File: src/verilog/fsd_pkg.sv
// Package: shared constants and types for the store decoder
`default_nettype none
package fsd_pkg;
  // ------------------------------------------------------------
  // Instruction field positions (two halfwords, first in [31:16])
  // ------------------------------------------------------------
  localparam int unsigned FSD_P_BIT = 24;
  localparam int unsigned FSD_U_BIT = 23;
  localparam int unsigned FSD_D_BIT = 22;
  localparam int unsigned FSD_W_BIT = 21;
  localparam int unsigned FSD_RN_LSB = 16;
  localparam int unsigned FSD_VD_LSB = 12;
  localparam int unsigned FSD_SZ_BIT = 8;
  localparam int unsigned FSD_OFS_LSB = 0;
  // ------------------------------------------------------------
  // Opcode match
  // ------------------------------------------------------------
  localparam logic [31:0] FSD_OP_MASK = 32'hFE100E00;
  localparam logic [31:0] FSD_OP_MATCH = 32'hEC000A00;
  localparam logic [3:0] FSD_PC_INDEX = 4'hF;
  localparam logic [31:0] FSD_WORD_BYTES = 32'h00000004;
  localparam logic [5:0] FSD_MAX_DREGS = 6'h10;
  localparam int unsigned FSD_REG_BITS = 5;

  typedef enum logic [1:0] {
    FSD_FLT_NONE,
    FSD_FLT_UNDEF,
    FSD_FLT_UNPRED,
    FSD_FLT_MEM
  } fsd_fault_t;
endpackage
`default_nettype wire

File: src/verilog/fsd_store_if.sv
// Interface: word store request channel between the sequencer and the word buffer
`timescale 1ns/1ps
`default_nettype none
interface fsd_store_if;
  logic valid;
  logic ready;
  logic [31:0] addr;
  logic [31:0] data;
  logic last;
  modport src (output valid, output addr, output data, output last, input ready);
  modport dst (input valid, input addr, input data, input last, output ready);
endinterface
`default_nettype wire

File: src/verilog/fsd_word_reg.sv
// Word register stage that holds one store word toward the memory system
`timescale 1ns/1ps
`default_nettype none
module fsd_word_reg
  import fsd_pkg::*;
(
  input wire logic clk_sys_i,
  input wire logic rst_i,
  fsd_store_if.dst in_if,
  input wire logic mem_ready_i,
  output logic mem_valid_o,
  output logic [31:0] mem_addr_o,
  output logic [31:0] mem_data_o,
  output logic mem_last_o
);
  logic full_reg;

  // Take a word only when empty or when the held one leaves
  assign in_if.ready = !full_reg || mem_ready_i;
  assign mem_valid_o = full_reg;

  always_ff @(posedge clk_sys_i or posedge rst_i)
  begin
    if (rst_i)
    begin
      full_reg <= 1'b0;
    end
    else if (in_if.valid && in_if.ready)
    begin
      full_reg <= 1'b1;
    end
    else if (mem_ready_i)
    begin
      full_reg <= 1'b0;
    end
  end

  always_ff @(posedge clk_sys_i or posedge rst_i)
  begin
    if (rst_i)
    begin
      mem_addr_o <= 32'h00000000;
      mem_data_o <= 32'h00000000;
      mem_last_o <= 1'b0;
    end
    else if (in_if.valid && in_if.ready)
    begin
      mem_addr_o <= in_if.addr;
      mem_data_o <= in_if.data;
      mem_last_o <= in_if.last;
    end
  end
endmodule
`default_nettype wire

File: src/verilog/fsd_store_decode.sv
// Floating-point store decoder: single and multiple register stores to word writes
// ------------------------------------------------------------
// What this block does
// - Single store address is base plus or minus the offset field times four.
// - Double single store uses the extension bit above the register field, two words.
// - Single-precision store uses the extension bit below the register field, one word.
// - A single store based on the program counter is flagged unpredictable and writes nothing.
// - A double store writes two words at A and A+4, low half first unless big-endian.
// - A single-precision store writes exactly one aligned word at the address.
// - Offsets 0 to 1020 in steps of four are supported, zero acting as plus zero.
// - Multiple store with pre clear and up set writes ascending from the base.
// - Multiple store with pre set and up clear ends just below the base, writeback forced.
// - Writeback set updates the base with the final address; clear leaves it.
// - First register comes from extension bit and register field; count is halved for doubles.
// - Undefined and memory faults are reported and no later store word completes.
// - A multiple store with pre equal to up and writeback set is undefined.
// ------------------------------------------------------------
`timescale 1ns/1ps
`default_nettype none
module fsd_store_decode
  import fsd_pkg::*;
(
  input wire logic clk_sys_i,
  input wire logic rst_i,
  input wire logic instr_valid_i,
  output logic instr_ready_o,
  input wire logic [31:0] instr_i,
  input wire logic [31:0] base_value_i,
  input wire logic big_endian_i,
  output logic [3:0] fp_rd_index_o,
  input wire logic [31:0] fp_rd_data_i,
  input wire logic mem_ready_i,
  input wire logic mem_fault_i,
  output logic mem_valid_o,
  output logic [31:0] mem_addr_o,
  output logic [31:0] mem_data_o,
  output logic mem_last_o,
  output logic wb_valid_o,
  output logic [3:0] wb_index_o,
  output logic [31:0] wb_value_o,
  output logic done_o,
  output fsd_pkg::fsd_fault_t fault_o
);
  import fsd_pkg::*;

  // ------------------------------------------------------------
  // Field decode
  // ------------------------------------------------------------
  logic f_p, f_u, f_d, f_w, f_dbl, f_match, is_single, is_multi;
  logic [3:0] f_rn, fp_reg_field;
  logic [7:0] offset_count_field;
  logic [31:0] ofs32, single_addr;
  logic [5:0] first_reg, reg_count;
  logic undef_c, unpred_c;

  assign f_p = instr_i[FSD_P_BIT];
  assign f_u = instr_i[FSD_U_BIT];
  assign f_d = instr_i[FSD_D_BIT];
  assign f_w = instr_i[FSD_W_BIT];
  assign f_dbl = instr_i[FSD_SZ_BIT];
  assign f_rn = instr_i[FSD_RN_LSB +: 4];
  assign fp_reg_field = instr_i[FSD_VD_LSB +: 4];
  assign offset_count_field = instr_i[FSD_OFS_LSB +: 8];
  assign f_match = (instr_i & FSD_OP_MASK) == FSD_OP_MATCH;
  // Single store is pre set with writeback clear
  assign is_single = f_match && f_p && !f_w;
  assign is_multi = f_match && !is_single && (f_p || f_u || f_w);
  assign ofs32 = {22'h000000, offset_count_field, 2'h0};
  assign single_addr = f_u ? base_value_i + ofs32 : base_value_i - ofs32;
  // Doubles count in registers of two words, singles in one
  assign first_reg = f_dbl ? {1'b0, f_d, fp_reg_field}
                           : {1'b0, fp_reg_field, f_d};
  assign reg_count = f_dbl ? {1'b0, offset_count_field[5:1]}
                           : offset_count_field[5:0];
  assign undef_c = is_multi && (f_p == f_u) && f_w;
  // Zero counts, count fields above 63 and double counts above 16 are flagged unpredictable and nothing is stored; other count limits belong to software
  assign unpred_c = (f_rn == FSD_PC_INDEX)
                    || (is_multi && (reg_count == 6'h00
                    || offset_count_field[7:6] != 2'h0
                    || (f_dbl && reg_count > FSD_MAX_DREGS)));

  // ------------------------------------------------------------
  // Sequencer
  // ------------------------------------------------------------
  typedef enum logic [1:0] {FSD_IDLE, FSD_READ, FSD_ISSUE, FSD_DRAIN} fsd_state_t;
  fsd_state_t state_reg;
  logic [31:0] addr_reg, end_addr_reg;
  logic [5:0] words_left_reg;
  logic [4:0] reg_idx_reg;
  logic dbl_reg, hi_half_reg, wb_reg, be_reg;
  logic [3:0] rn_reg;
  logic issue_fire, abort;

  fsd_store_if st_if ();

  assign instr_ready_o = state_reg == FSD_IDLE;
  assign abort = mem_fault_i && state_reg != FSD_IDLE;

  // Double d is singles 2d (low) and 2d+1 (high); big-endian sends the high one first
  // while the addresses still climb, so only the read index flips
  always_comb
  begin
    fp_rd_index_o = reg_idx_reg[3:0];
    if (dbl_reg)
    begin
      fp_rd_index_o[0] = hi_half_reg ^ be_reg;
    end
  end

  assign st_if.valid = state_reg == FSD_ISSUE && !mem_fault_i;
  assign st_if.addr = addr_reg;
  assign st_if.data = fp_rd_data_i;
  assign st_if.last = words_left_reg == 6'h01;
  assign issue_fire = st_if.valid && st_if.ready;

  always_ff @(posedge clk_sys_i or posedge rst_i)
  begin
    if (rst_i)
    begin
      state_reg <= FSD_IDLE;
      addr_reg <= 32'h00000000;
      end_addr_reg <= 32'h00000000;
      words_left_reg <= 6'h00;
      reg_idx_reg <= 5'h00;
      dbl_reg <= 1'b0;
      hi_half_reg <= 1'b0;
      wb_reg <= 1'b0;
      be_reg <= 1'b0;
      rn_reg <= 4'h0;
    end
    else if (abort)
    begin
      state_reg <= FSD_IDLE;
    end
    else
    begin
      case (state_reg)
        FSD_IDLE:
        begin
          // Pre, up and writeback all clear is another instruction and is left alone
          if (instr_valid_i && (is_single || is_multi) && !undef_c && !unpred_c)
          begin
            state_reg <= FSD_READ;
            dbl_reg <= f_dbl;
            be_reg <= big_endian_i;
            rn_reg <= f_rn;
            hi_half_reg <= 1'b0;
            reg_idx_reg <= f_dbl ? {first_reg[3:0], 1'b0} : first_reg[4:0];
            if (is_single)
            begin
              addr_reg <= single_addr;
              words_left_reg <= f_dbl ? 6'h02 : 6'h01;
              wb_reg <= 1'b0;
            end
            else
            begin
              words_left_reg <= f_dbl ? {reg_count[4:0], 1'b0} : reg_count;
              // Decrement-before starts one block below base
              addr_reg <= f_u ? base_value_i : base_value_i - ofs32;
              end_addr_reg <= f_u ? base_value_i + ofs32 : base_value_i - ofs32;
              wb_reg <= f_w;
            end
          end
        end
        FSD_READ:
        begin
          state_reg <= FSD_ISSUE;
        end
        FSD_ISSUE:
        begin
          if (issue_fire)
          begin
            addr_reg <= addr_reg + FSD_WORD_BYTES;
            words_left_reg <= words_left_reg - 6'h01;
            reg_idx_reg <= reg_idx_reg + 5'h01;
            if (dbl_reg)
            begin
              hi_half_reg <= !hi_half_reg;
            end
            state_reg <= st_if.last ? FSD_DRAIN : FSD_READ;
          end
        end
        FSD_DRAIN:
        begin
          if (!mem_valid_o)
          begin
            state_reg <= FSD_IDLE;
          end
        end
        default:
        begin
          state_reg <= FSD_IDLE;
        end
      endcase
    end
  end

  // ------------------------------------------------------------
  // Results
  // ------------------------------------------------------------
  always_ff @(posedge clk_sys_i or posedge rst_i)
  begin
    if (rst_i)
    begin
      done_o <= 1'b0;
      fault_o <= FSD_FLT_NONE;
      wb_valid_o <= 1'b0;
      wb_index_o <= 4'h0;
      wb_value_o <= 32'h00000000;
    end
    else
    begin
      done_o <= 1'b0;
      wb_valid_o <= 1'b0;
      if (abort)
      begin
        done_o <= 1'b1;
        fault_o <= FSD_FLT_MEM;
      end
      else if (state_reg == FSD_IDLE && instr_valid_i && (is_single || is_multi)
               && (undef_c || unpred_c))
      begin
        done_o <= 1'b1;
        fault_o <= undef_c ? FSD_FLT_UNDEF : FSD_FLT_UNPRED;
      end
      else if (state_reg == FSD_DRAIN && !mem_valid_o)
      begin
        done_o <= 1'b1;
        fault_o <= FSD_FLT_NONE;
        wb_valid_o <= wb_reg;
        wb_index_o <= rn_reg;
        wb_value_o <= end_addr_reg;
      end
    end
  end

  fsd_word_reg u_word (
    .clk_sys_i(clk_sys_i),
    .rst_i(rst_i),
    .in_if(st_if),
    .mem_ready_i(mem_ready_i),
    .mem_valid_o(mem_valid_o),
    .mem_addr_o(mem_addr_o),
    .mem_data_o(mem_data_o),
    .mem_last_o(mem_last_o)
  );
endmodule
`default_nettype wire

File: config.mk
export PLATFORM = sky130hd
export DESIGN_NAME = fsd_store_decode
export DESIGN_NICKNAME = d
export VERILOG_FILES = /design/src/verilog/fsd_pkg.sv /design/src/verilog/fsd_store_if.sv /design/src/verilog/fsd_word_reg.sv /design/src/verilog/fsd_store_decode.sv
export SDC_FILE = /design/constraint.sdc
export NUM_CORES = 1
export LEC_CHECK = 0
export BUFFER_PORTS_ARGS = -buffer_cell sky130_fd_sc_hd__buf_2
export CAP_MARGIN = 5
export CORE_AREA = 3 3 156 158
export DETAILED_ROUTE_END_ITERATION = 10
export DIE_AREA = 0 0 159 161
export PLACE_DENSITY = 0.74
export SYNTH_ARGS = -nofsm -noshare
export SYNTH_HDL_FRONTEND = slang
export SYNTH_SLANG_ARGS = --single-unit
File: constraint.sdc
create_clock -name clk_sys_i -period 5.64 [get_ports clk_sys_i]
set_clock_uncertainty 0.15 [all_clocks]
set_input_delay 0.282 -clock clk_sys_i [delete_from_list [all_inputs] [get_ports clk_sys_i]]
set_output_delay 0.282 -clock clk_sys_i [all_outputs]
set_load 0.05 [all_outputs]
**After elaboration in Yosys (flattened, before gate mapping)**

Cells that the tools add are included.
Widths: inputs -> output; s select.

- Flip-flop bits (word level): 191
- Input bits: 102
- Output and inout port bits: 111
- Word-level logic and storage cells: 130

- Add/sub/neg operators: 5
- Order comparisons: 1
- Equality and inequality tests: 13
- Multiplexer cells: 42
- Bitwise operators: 4
- Reductions and logical operators: 46

Operator list:

| kind | number |
|---|---|
| $mux 32 | 5 |
| $pmux 32 s2 | 1 |
| $add 32x10->32 | 1 |
| $add 32x3->32 const B | 1 |
| $sub 32x10->32 | 1 |
| $mux 6 | 5 |
| $mux 2 | 10 |
| $mux 5 | 4 |
| $logic_and 1x1->1 | 18 |
| $mux 1 | 13 |
| $pmux 6 s2 | 1 |
| $eq 11x11->1 const B | 1 |
| $pmux 5 s2 | 1 |
| $reduce_and 3->1 | 3 |
| $logic_or 1x1->1 | 8 |
| $pmux 2 s4 | 1 |
| $reduce_and 4->1 | 2 |
| $reduce_bool 2->1 | 4 |
| $logic_not 1->1 | 7 |
| $eq 6x1->1 const B | 1 |
| $gt 6x5->1 const B | 1 |
| $logic_not 6->1 | 1 |
| $ne 3x3->1 const B | 2 |
| $sub 6x1->6 const B | 1 |
| 14 further kinds | 18 |

**Depth between registers and ports, before layout**

Gate-level depths: netlist (run 1).

- Depth after elaboration: 14
- Gate-level depth with buffers: 12

**Modules after synthesis**

Synthesis (run 1) repeated with hierarchy kept, for this count alone.

- Cell total of the unflattened synthesis: 1098
- Area, all modules: 10831.6 µm²

Modules (own cells, without submodules):

| module | instances | cells each | area an instance (µm²) |
|---|---|---|---|
| fsd_store_decode | 1 | 956 | 8100.3 |
| fsd_word_reg | 1 | 142 | 2731.4 |

**Worst setup path before layout (run 1)**

OpenSTA, ideal clock, no wires.

- Path type: register to register
- Start: reg state_reg[0]
- End: reg addr_reg[15]
- Library setup time: 0.126 ns
- Arrival time: 2.794 ns
- Setup slack: 2.570 ns
- Cell stages (with the launch flop): 8
- Clock period less this slack: 3.070 ns
- Path through: dfrtp_1 > nor2_1 > o311ai_0 > nor4_1 > a22o_1 > nor2_1 > clkbuf_1 > a221o_1

- Elaborated cells on any way between the ends: 12
- Those cells by class: eq/ne (3); mux (1); bitwise (1); reduce/logical (7)

RTL lines:

| item | RTL line | source |
|---|---|---|
| from (decl) | fsd_store_decode.sv:86 | `fsd_state_t state_reg;` |
| from (signal assigned) | fsd_store_decode.sv:180 | `state_reg <= st_if.last ? FSD_DRAIN : FSD_READ;` |
| $logic_not 2->1 (*) | - |  |
| net instr_ready_o | fsd_store_decode.sv:26 | `output logic instr_ready_o,` |
| $ne 2x1->1 (no line) / $reduce_bool 2->1 (equally long branches) | - |  |
| $reduce_and 4->1 (no line) | - |  |
| to (signal assigned) | fsd_store_decode.sv:151 | `addr_reg <= single_addr;` |
| to (signal assigned) | fsd_store_decode.sv:159 | `addr_reg <= f_u ? base_value_i : base_value_i - ofs32;` |
| to (signal assigned) | fsd_store_decode.sv:173 | `addr_reg <= addr_reg + FSD_WORD_BYTES;` |
| to (decl) | fsd_store_decode.sv:87 | `logic [31:0] addr_reg, end_addr_reg;` |

Mark *: on every way through the listed nets, which the timed path passes. The rest lies on a longest branch.
A chain may end at the register's enable or synchronous reset.

**Final worst setup path (run 1)**

- Start: in instr_i[23]
- End: reg addr_reg[7]

- Cells in the longest elaborated chain, start to end: 10
- Elaborated cells on any way between the ends: 21
- Those cells by class: eq/ne (2); mux (5); reduce/logical (14)

Ends and longest elaborated chain:

| item | RTL line | source |
|---|---|---|
| from (decl) | fsd_store_decode.sv:27 | `input wire logic [31:0] instr_i,` |
| $logic_or 1x1->1 (2 in series) | fsd_store_decode.sv:67 | `assign is_multi = f_match && !is_single && (f_p \|\| f_u \|\| f_w);` |
| $logic_and 1x1->1 | fsd_store_decode.sv:67 |  |
| $logic_and 1x1->1 (2 in series) | fsd_store_decode.sv:75 | `assign undef_c = is_multi && (f_p == f_u) && f_w;` |
| $logic_not 1->1 | fsd_store_decode.sv:141 | `if (instr_valid_i && (is_single \|\| is_multi) && !undef_c && !unpred_c)` |
| $logic_and 1x1->1 (2 in series) | fsd_store_decode.sv:141 |  |
| $ne 2x1->1 (no line) | - |  |
| $reduce_and 4->1 (no line) | - |  |

Parallel ways exist; a longest one is shown, timed or not. The select of a mux whose other input is x is not followed.

==> flow_metrics.tcl, run 1 <==
set metrics [dict create \
    syn_avg_cell_area_sq_um 8.67 \
    ys.warnings.count 0 \
    fillers 2197 \
    htree_levels 4 \
    critPathSlowestCell "nor2_1" \
    first_pass_iters 7 \
    multi_input_comb_area_sq_um 5370 \
    setup_violations 0 \
    grt_pass1_wl_um 50400 \
    cts_tree "yes" \
    fin_crit_ps 3800 \
    hold_path_class "in2reg" \
    critPathArrivalTime_ps 3980 \
    dieWidth_um 159 \
    peakVddDrop_v 0.000186 \
    drive_gt1_frac 0.214 \
    netlist.top_cell.by_area "dfrtp_1" \
    rows 56 \
    p_comb_frac 0.173 \
    fmax_ghz 0.263 \
    fin_setup_tns_ps 0 \
    fin_util 0.551 \
    period_share 0.673 \
    cts.clk_slew.worst_paths_ps 80 \
    timing_worst_setup_path_type "in2reg" \
    grt_pass1_vias 9717 \
    slew_violations 0 \
    ys_seq_area_frac 0.450 \
    p_int_uw 2250 \
    cp_common_cell "inv_1" \
    grtUsageTotal 0.242 \
    cp_max_fo 46 \
    netlist_area_sq_um 10600 \
    rsz0062_at_grt "no" \
    root_buffer "clkbuf_16" \
    critPathBufInv 4 \
    grt_max_degree 136 \
    powerDensity_nw_per_um2 257 \
    io_pins 213 \
    antenna_cells 0 \
    regArea_sq_um 4750 \
    gp_congestion 0.904 \
    fin_nets 1550 \
    detail-route-antenna-nets 0 \
    start_util 0.455 \
    seqPwrFrac 0.448 \
    hold_viol 0 \
    crit_chain "buf_2 -> inv_1 -> ha_1 -> inv_1 -> o311ai_0 -> nor3_1 -> a22o_1 -> nor2_1 -> buf_4 -> a21oi_1 -> o32a_1" \
    max-slew-margin-rel 0.307 \
    area_delta_synth_final_pct 21.3 \
    cp-end-kind "register" \
    grt.overflow.total 0 \
    synth-edff-count 0 \
    synth_area_leaders "dfrtp_1, nand2_1, mux2_2, o21ai_0, a21oi_1" \
    final_common_cell "nand2_1" \
    crit_family "buffers and inverters" \
    switching_share 0.319 \
    fp.dieArea_sq_um 25600 \
    drt_iter0_markers 850 \
    switchingPower_uw 1050 \
    clockBufferDepth 2 \
    final_cell_mix "nand2_1, buf_2, dfrtp_1" \
    crit_required_ps 5820 \
    ys.flop_type "dfrtp_1" \
    critPathMaxStageDelay_ps 690 \
    leakage_uw 0.00635 \
    synth.distinct_cells 72 \
    synth-seq-cells 190 \
    dieHeight_um 161 \
    post_drt_wl_per_cell_um 17.8 \
    maxCapViolCount 0 \
    numCtsBuffers 17 \
    num_vias 9801 \
    synth_top_area_share 0.450 \
    async_flop_share 1.00 \
    post-dp-hpwl_um 21900 \
    antenna_found_initial 0 \
    wl_um 31200 \
    core_area_sq_um 23300 \
    pwr-share-clk 0.379 \
    hold_slack_ps 23.5 \
    start_kind "input port" \
    synthCells 1219 \
    outcome "completed" \
    drc 0 \
    io_buffers 211 \
    cts.sinks 190 \
    clk_latency_ps 440 \
    viasPerCell 5.58 \
    tightestPinTransition_ps 1030 \
    syn-num-nets 1344 \
]
==> through the flow <==
stage / instances / cell area (sq um) / setup slack (ps) / total power [uW]
finish: 1757 / 12800 / 1840 / 3300
global route: 1757 / 12800 / 1600 / 3440
CTS: 1757 / 12800 / 1900 / 3330
detailed placement: 1682 / 11800 / 1500 / 2050
global placement: 1682 / 11800 / 1590 / 2040
floorplan: 1219 / 10600 / 37.5 / 1880
==> per-layer routing <==
| layer | GRT usage | vias up | part of all wire |
|---|---|---|---|
| met5 | 0 | - | 0 |
| met1 | 0.321 | 4721 | 0.42 |
| li1 | - | 4688 | - |
| met3 | 0.0403 | 49 | 0.061 |
| met4 | 0.0832 | 0 | 0.026 |
| met2 | 0.407 | 343 | 0.49 |
==> cell type report <==
type	instances	share of cell area
Clock buffer	17	0.0332
Tap cell	319	0.0311
Multi-Input combinational cell	920	0.418
Inverter	30	0.00936
Clock inverter	15	0.0145
Sequential cell	190	0.371
Timing Repair Buffer	266	0.123
==> cells by family (layout without fill, tap and decap cells) <==
group           after synthesis  count (layout)  share of synthesized area
flops                       190             190                      0.450
fa+ha+maj                    23              23                     0.0286
simple gates                539             539                      0.234
compound gates              265             265                      0.157
xor+xnor                     52              52                     0.0431
mux                          41              41                     0.0432
buf+inv                     109             328                     0.0439
==> power by group through the flow <==
stage	clock, uW	combinational, uW	sequential (uW)
final	1250	570	1480
after global routing	1340	618	1490
after CTS	1280	571	1480
after detailed placement	0	545	1500
after global placement	0	538	1500
after floorplan	0	248	1630
==> timing repair <==
action                     CTS  global route
gates resized for setup      0             0
hold endpoints to repair   178             0
hold buffers                43             0
setup endpoints to repair    0             0
setup buffers                0             0
==> Yosys cell counts, types with 7 or more instances <==
cell,instances
o22ai_1,8
buf_1,7
a211oi_1,8
nor2_1,58
nand4_1,13
ha_1,21
o31ai_1,11
and2_1,7
o21ai_0,70
a31oi_1,34
a21oi_1,66
nor4_1,16
clkbuf_1,54
and3_1,22
inv_1,29
nand2_1,297
nor3_1,30
o211ai_1,9
or4_1,9
a21o_1,7
xor2_1,33
nand2b_1,10
mux2_2,37
xnor2_1,19
nand3_1,26
buf_4,8
or3_1,10
nor2b_1,10
dfrtp_1,190
and4_1,7
==> final timing paths <==
kind                       slack [ps]  depth (start not counted)    startpoint                     to
min reg2reg                       310                          2        wb_reg                 wb_reg
max in group asynchronous        3560                          4         rst_i  u_word.mem_addr_o[11]
min                                20                          3   mem_ready_i     u_word.mem_valid_o
max                              1840                         11   instr_i[23]            addr_reg[7]
max reg2reg                      2470                          8  state_reg[1]       end_addr_reg[13]
min in group asynchronous         450                          3         rst_i         wb_value_o[31]
==> worst register-to-register path: cells and delay by family (launching register included) <==
family	cells	cell delay (ps)
buffers and inverters	1	380
AOI/OAI and AO/OA	3	850
DFF	1	580
and+or+nand+nor	4	1140
Note: power is estimated with default switching activity, not from simulation.
==> run 2, diff against run 1 <==
==> constraint.sdc (replaced) <==
create_clock -name clk_sys_i -period 3.3 [get_ports clk_sys_i]
set_clock_uncertainty 0.15 [all_clocks]
set_input_delay 0.165 -clock clk_sys_i [delete_from_list [all_inputs] [get_ports clk_sys_i]]
set_output_delay 0.165 -clock clk_sys_i [all_outputs]
set_load 0.05 [all_outputs]
==> run 2 against run 1 <==
Compared with the run above: die area unchanged; non-clock buffer count increased by 42; register-to-register slack got worse by 2000 ps; first-iteration DRC count increased by 0.24%; sequential power rose by 71%; worst setup slack worse by 1600 ps; core utilization grew 1.8 points; total power up 74%; largest cell class unchanged; largest power group unchanged.
==> flow_metrics.tcl, run 2 (synthesized netlist as in run 1, its figures left out) <==
set metrics [dict create \
    final_common_cell "nand2_1" \
    grtUsageTotal 0.243 \
    hold_viol 0 \
    powerDensity_nw_per_um2 434 \
    fin_nets 1592 \
    htree_levels 4 \
    wl_um 31400 \
    fin_crit_ps 3100 \
    max-slew-margin-rel 0.507 \
    timing_worst_setup_path_type "in2reg" \
    drive_gt1_frac 0.222 \
    post_cts.repair.setup_buffers 0 \
    maxCapViolCount 0 \
    numCtsBuffers 17 \
    setup_violations 0 \
    peakVddDrop_v 0.000341 \
    fin_ws_ps 201 \
    fp.dieArea_sq_um 25600 \
    grt_max_degree 88 \
    grt_pass1_wl_um 50400 \
    drc 0 \
    outcome "completed" \
    io_pins 213 \
    clk_latency_ps 440 \
    area_delta_synth_final_pct 25.2 \
    dieWidth_um 159 \
    hold_path_class "in2reg" \
    tightestPinTransition_ps 729 \
    crit_required_ps 3460 \
    cts.sinks 190 \
    fmax_ghz 0.323 \
    post_drt_wl_per_cell_um 17.4 \
    dpl_worst_slack_ps 239 \
    cp-end-kind "register" \
    dieHeight_um 161 \
    period_share 0.939 \
    post-dp-hpwl_um 22600 \
    fin_setup_tns_ps 0 \
    grt.overflow.total 0 \
    detail-route-antenna-nets 0 \
    first_pass_iters 6 \
    leakage_uw 0.00655 \
    critPathArrivalTime_ps 3260 \
    cts.clk_slew.worst_paths_ps 70 \
    cp_max_fo 7 \
    rows 56 \
    root_buffer "clkbuf_16" \
    total_power_uw 5740 \
    antenna_cells 0 \
    cp_common_cell "or4_1" \
    num_vias 9977 \
    start_kind "input port" \
    grt_pass1_vias 9644 \
    critPathSlowestCell "or4_1" \
    core_area_sq_um 23300 \
    crit_chain "dlygate4sd3_1 -> buf_2 -> ha_1 -> or4_1 -> or4_1 -> or4_1 -> nor3_1 -> a31oi_1 -> xor2_1 -> a21oi_1" \
    fillers 2136 \
    viasPerCell 5.55 \
    clockBufferDepth 2 \
    drt_iter0_markers 852 \
    dpl.cell_count 1701 \
    rsz0062_at_grt "no" \
    final_cell_mix "nand2_1, buf_2, dfrtp_1" \
    final_cells 1799 \
    critPathMaxStageDelay_ps 640 \
    slew_violations 0 \
    start_util 0.455 \
    gp_congestion 0.889 \
    cts_tree "yes" \
    io_buffers 211 \
    antenna_found_initial 0 \
]
run 2: changes by cell type in the layout (fill, tap and decap cells not counted), sizes merged:
cell,delta
dlygate4sd3,+23
buf,+19
inv,-4
clkbuf,+2
clkinvlp,+2
bufinv,+1
clkinv,-1
run 2: layout make-up:
| cell class | instances | area, sq um | share of cell area |
|---|---|---|---|
| Multi-Input combinational cell | 920 | 5370 | 0.406 |
| Inverter | 30 | 116 | 0.00879 |
| Tap cell | 319 | 399 | 0.0301 |
| Sequential cell | 190 | 4750 | 0.359 |
| Timing Repair Buffer | 308 | 1970 | 0.149 |
| Clock buffer | 19 | 453 | 0.0342 |
| Clock inverter | 13 | 173 | 0.0130 |
run 2: through the flow:
stage	hold WS (ps)	util	cell area [sq um]
after global routing	27.5	0.569	13200
after global placement	145	0.514	12000
after detailed placement	148	0.514	12000
after floorplan	120	-	10600
final	18.1	0.569	13200
after CTS	6.38	0.569	13200
run 2: timing repair:
item	CTS	global route
hold buffers	66	0
setup endpoints to repair	0	9
gates resized for setup	0	3
hold endpoints to repair	102	0
run 2: worst paths after layout:
| check | end | cells past startpoint | from | slack [ps] |
|---|---|---|---|---|
| min in group asynchronous | u_word.mem_data_o[5] | 3 | rst_i | 230 |
| max in group asynchronous | u_word.mem_addr_o[4] | 4 | rst_i | 1870 |
| worst max register to register | addr_reg[7] | 7 | state_reg[1] | 460 |
| worst min register to register | rn_reg[0] | 2 | rn_reg[0] | 320 |
| worst min-delay path | addr_reg[2] | 3 | base_value_i[2] | 20 |
| worst max-delay path | addr_reg[26] | 10 | base_value_i[9] | 200 |
run 2: per-layer routing:
metal / GRT usage / part of all wire
met1: 0.323 / 0.43
met2: 0.401 / 0.48
met3: 0.0426 / 0.057
met4: 0.0899 / 0.034
met5: 0 / 0
run 2: where the power goes:
part	leakage [uW]	switching [uW]	internal [uW]
clock network	0.000305	1010	1190
registers	0.00253	89.1	2440
logic	0.00372	679	335
run 2: critical path: cells and delay by family:
kind,cells,cell delay [ps]
buffers and inverters,2,680
adders and majority gates,1,220
AOI/OAI and AO/OA,2,180
and+or+nand+nor,4,1800
xor gates and xnor gates,1,210
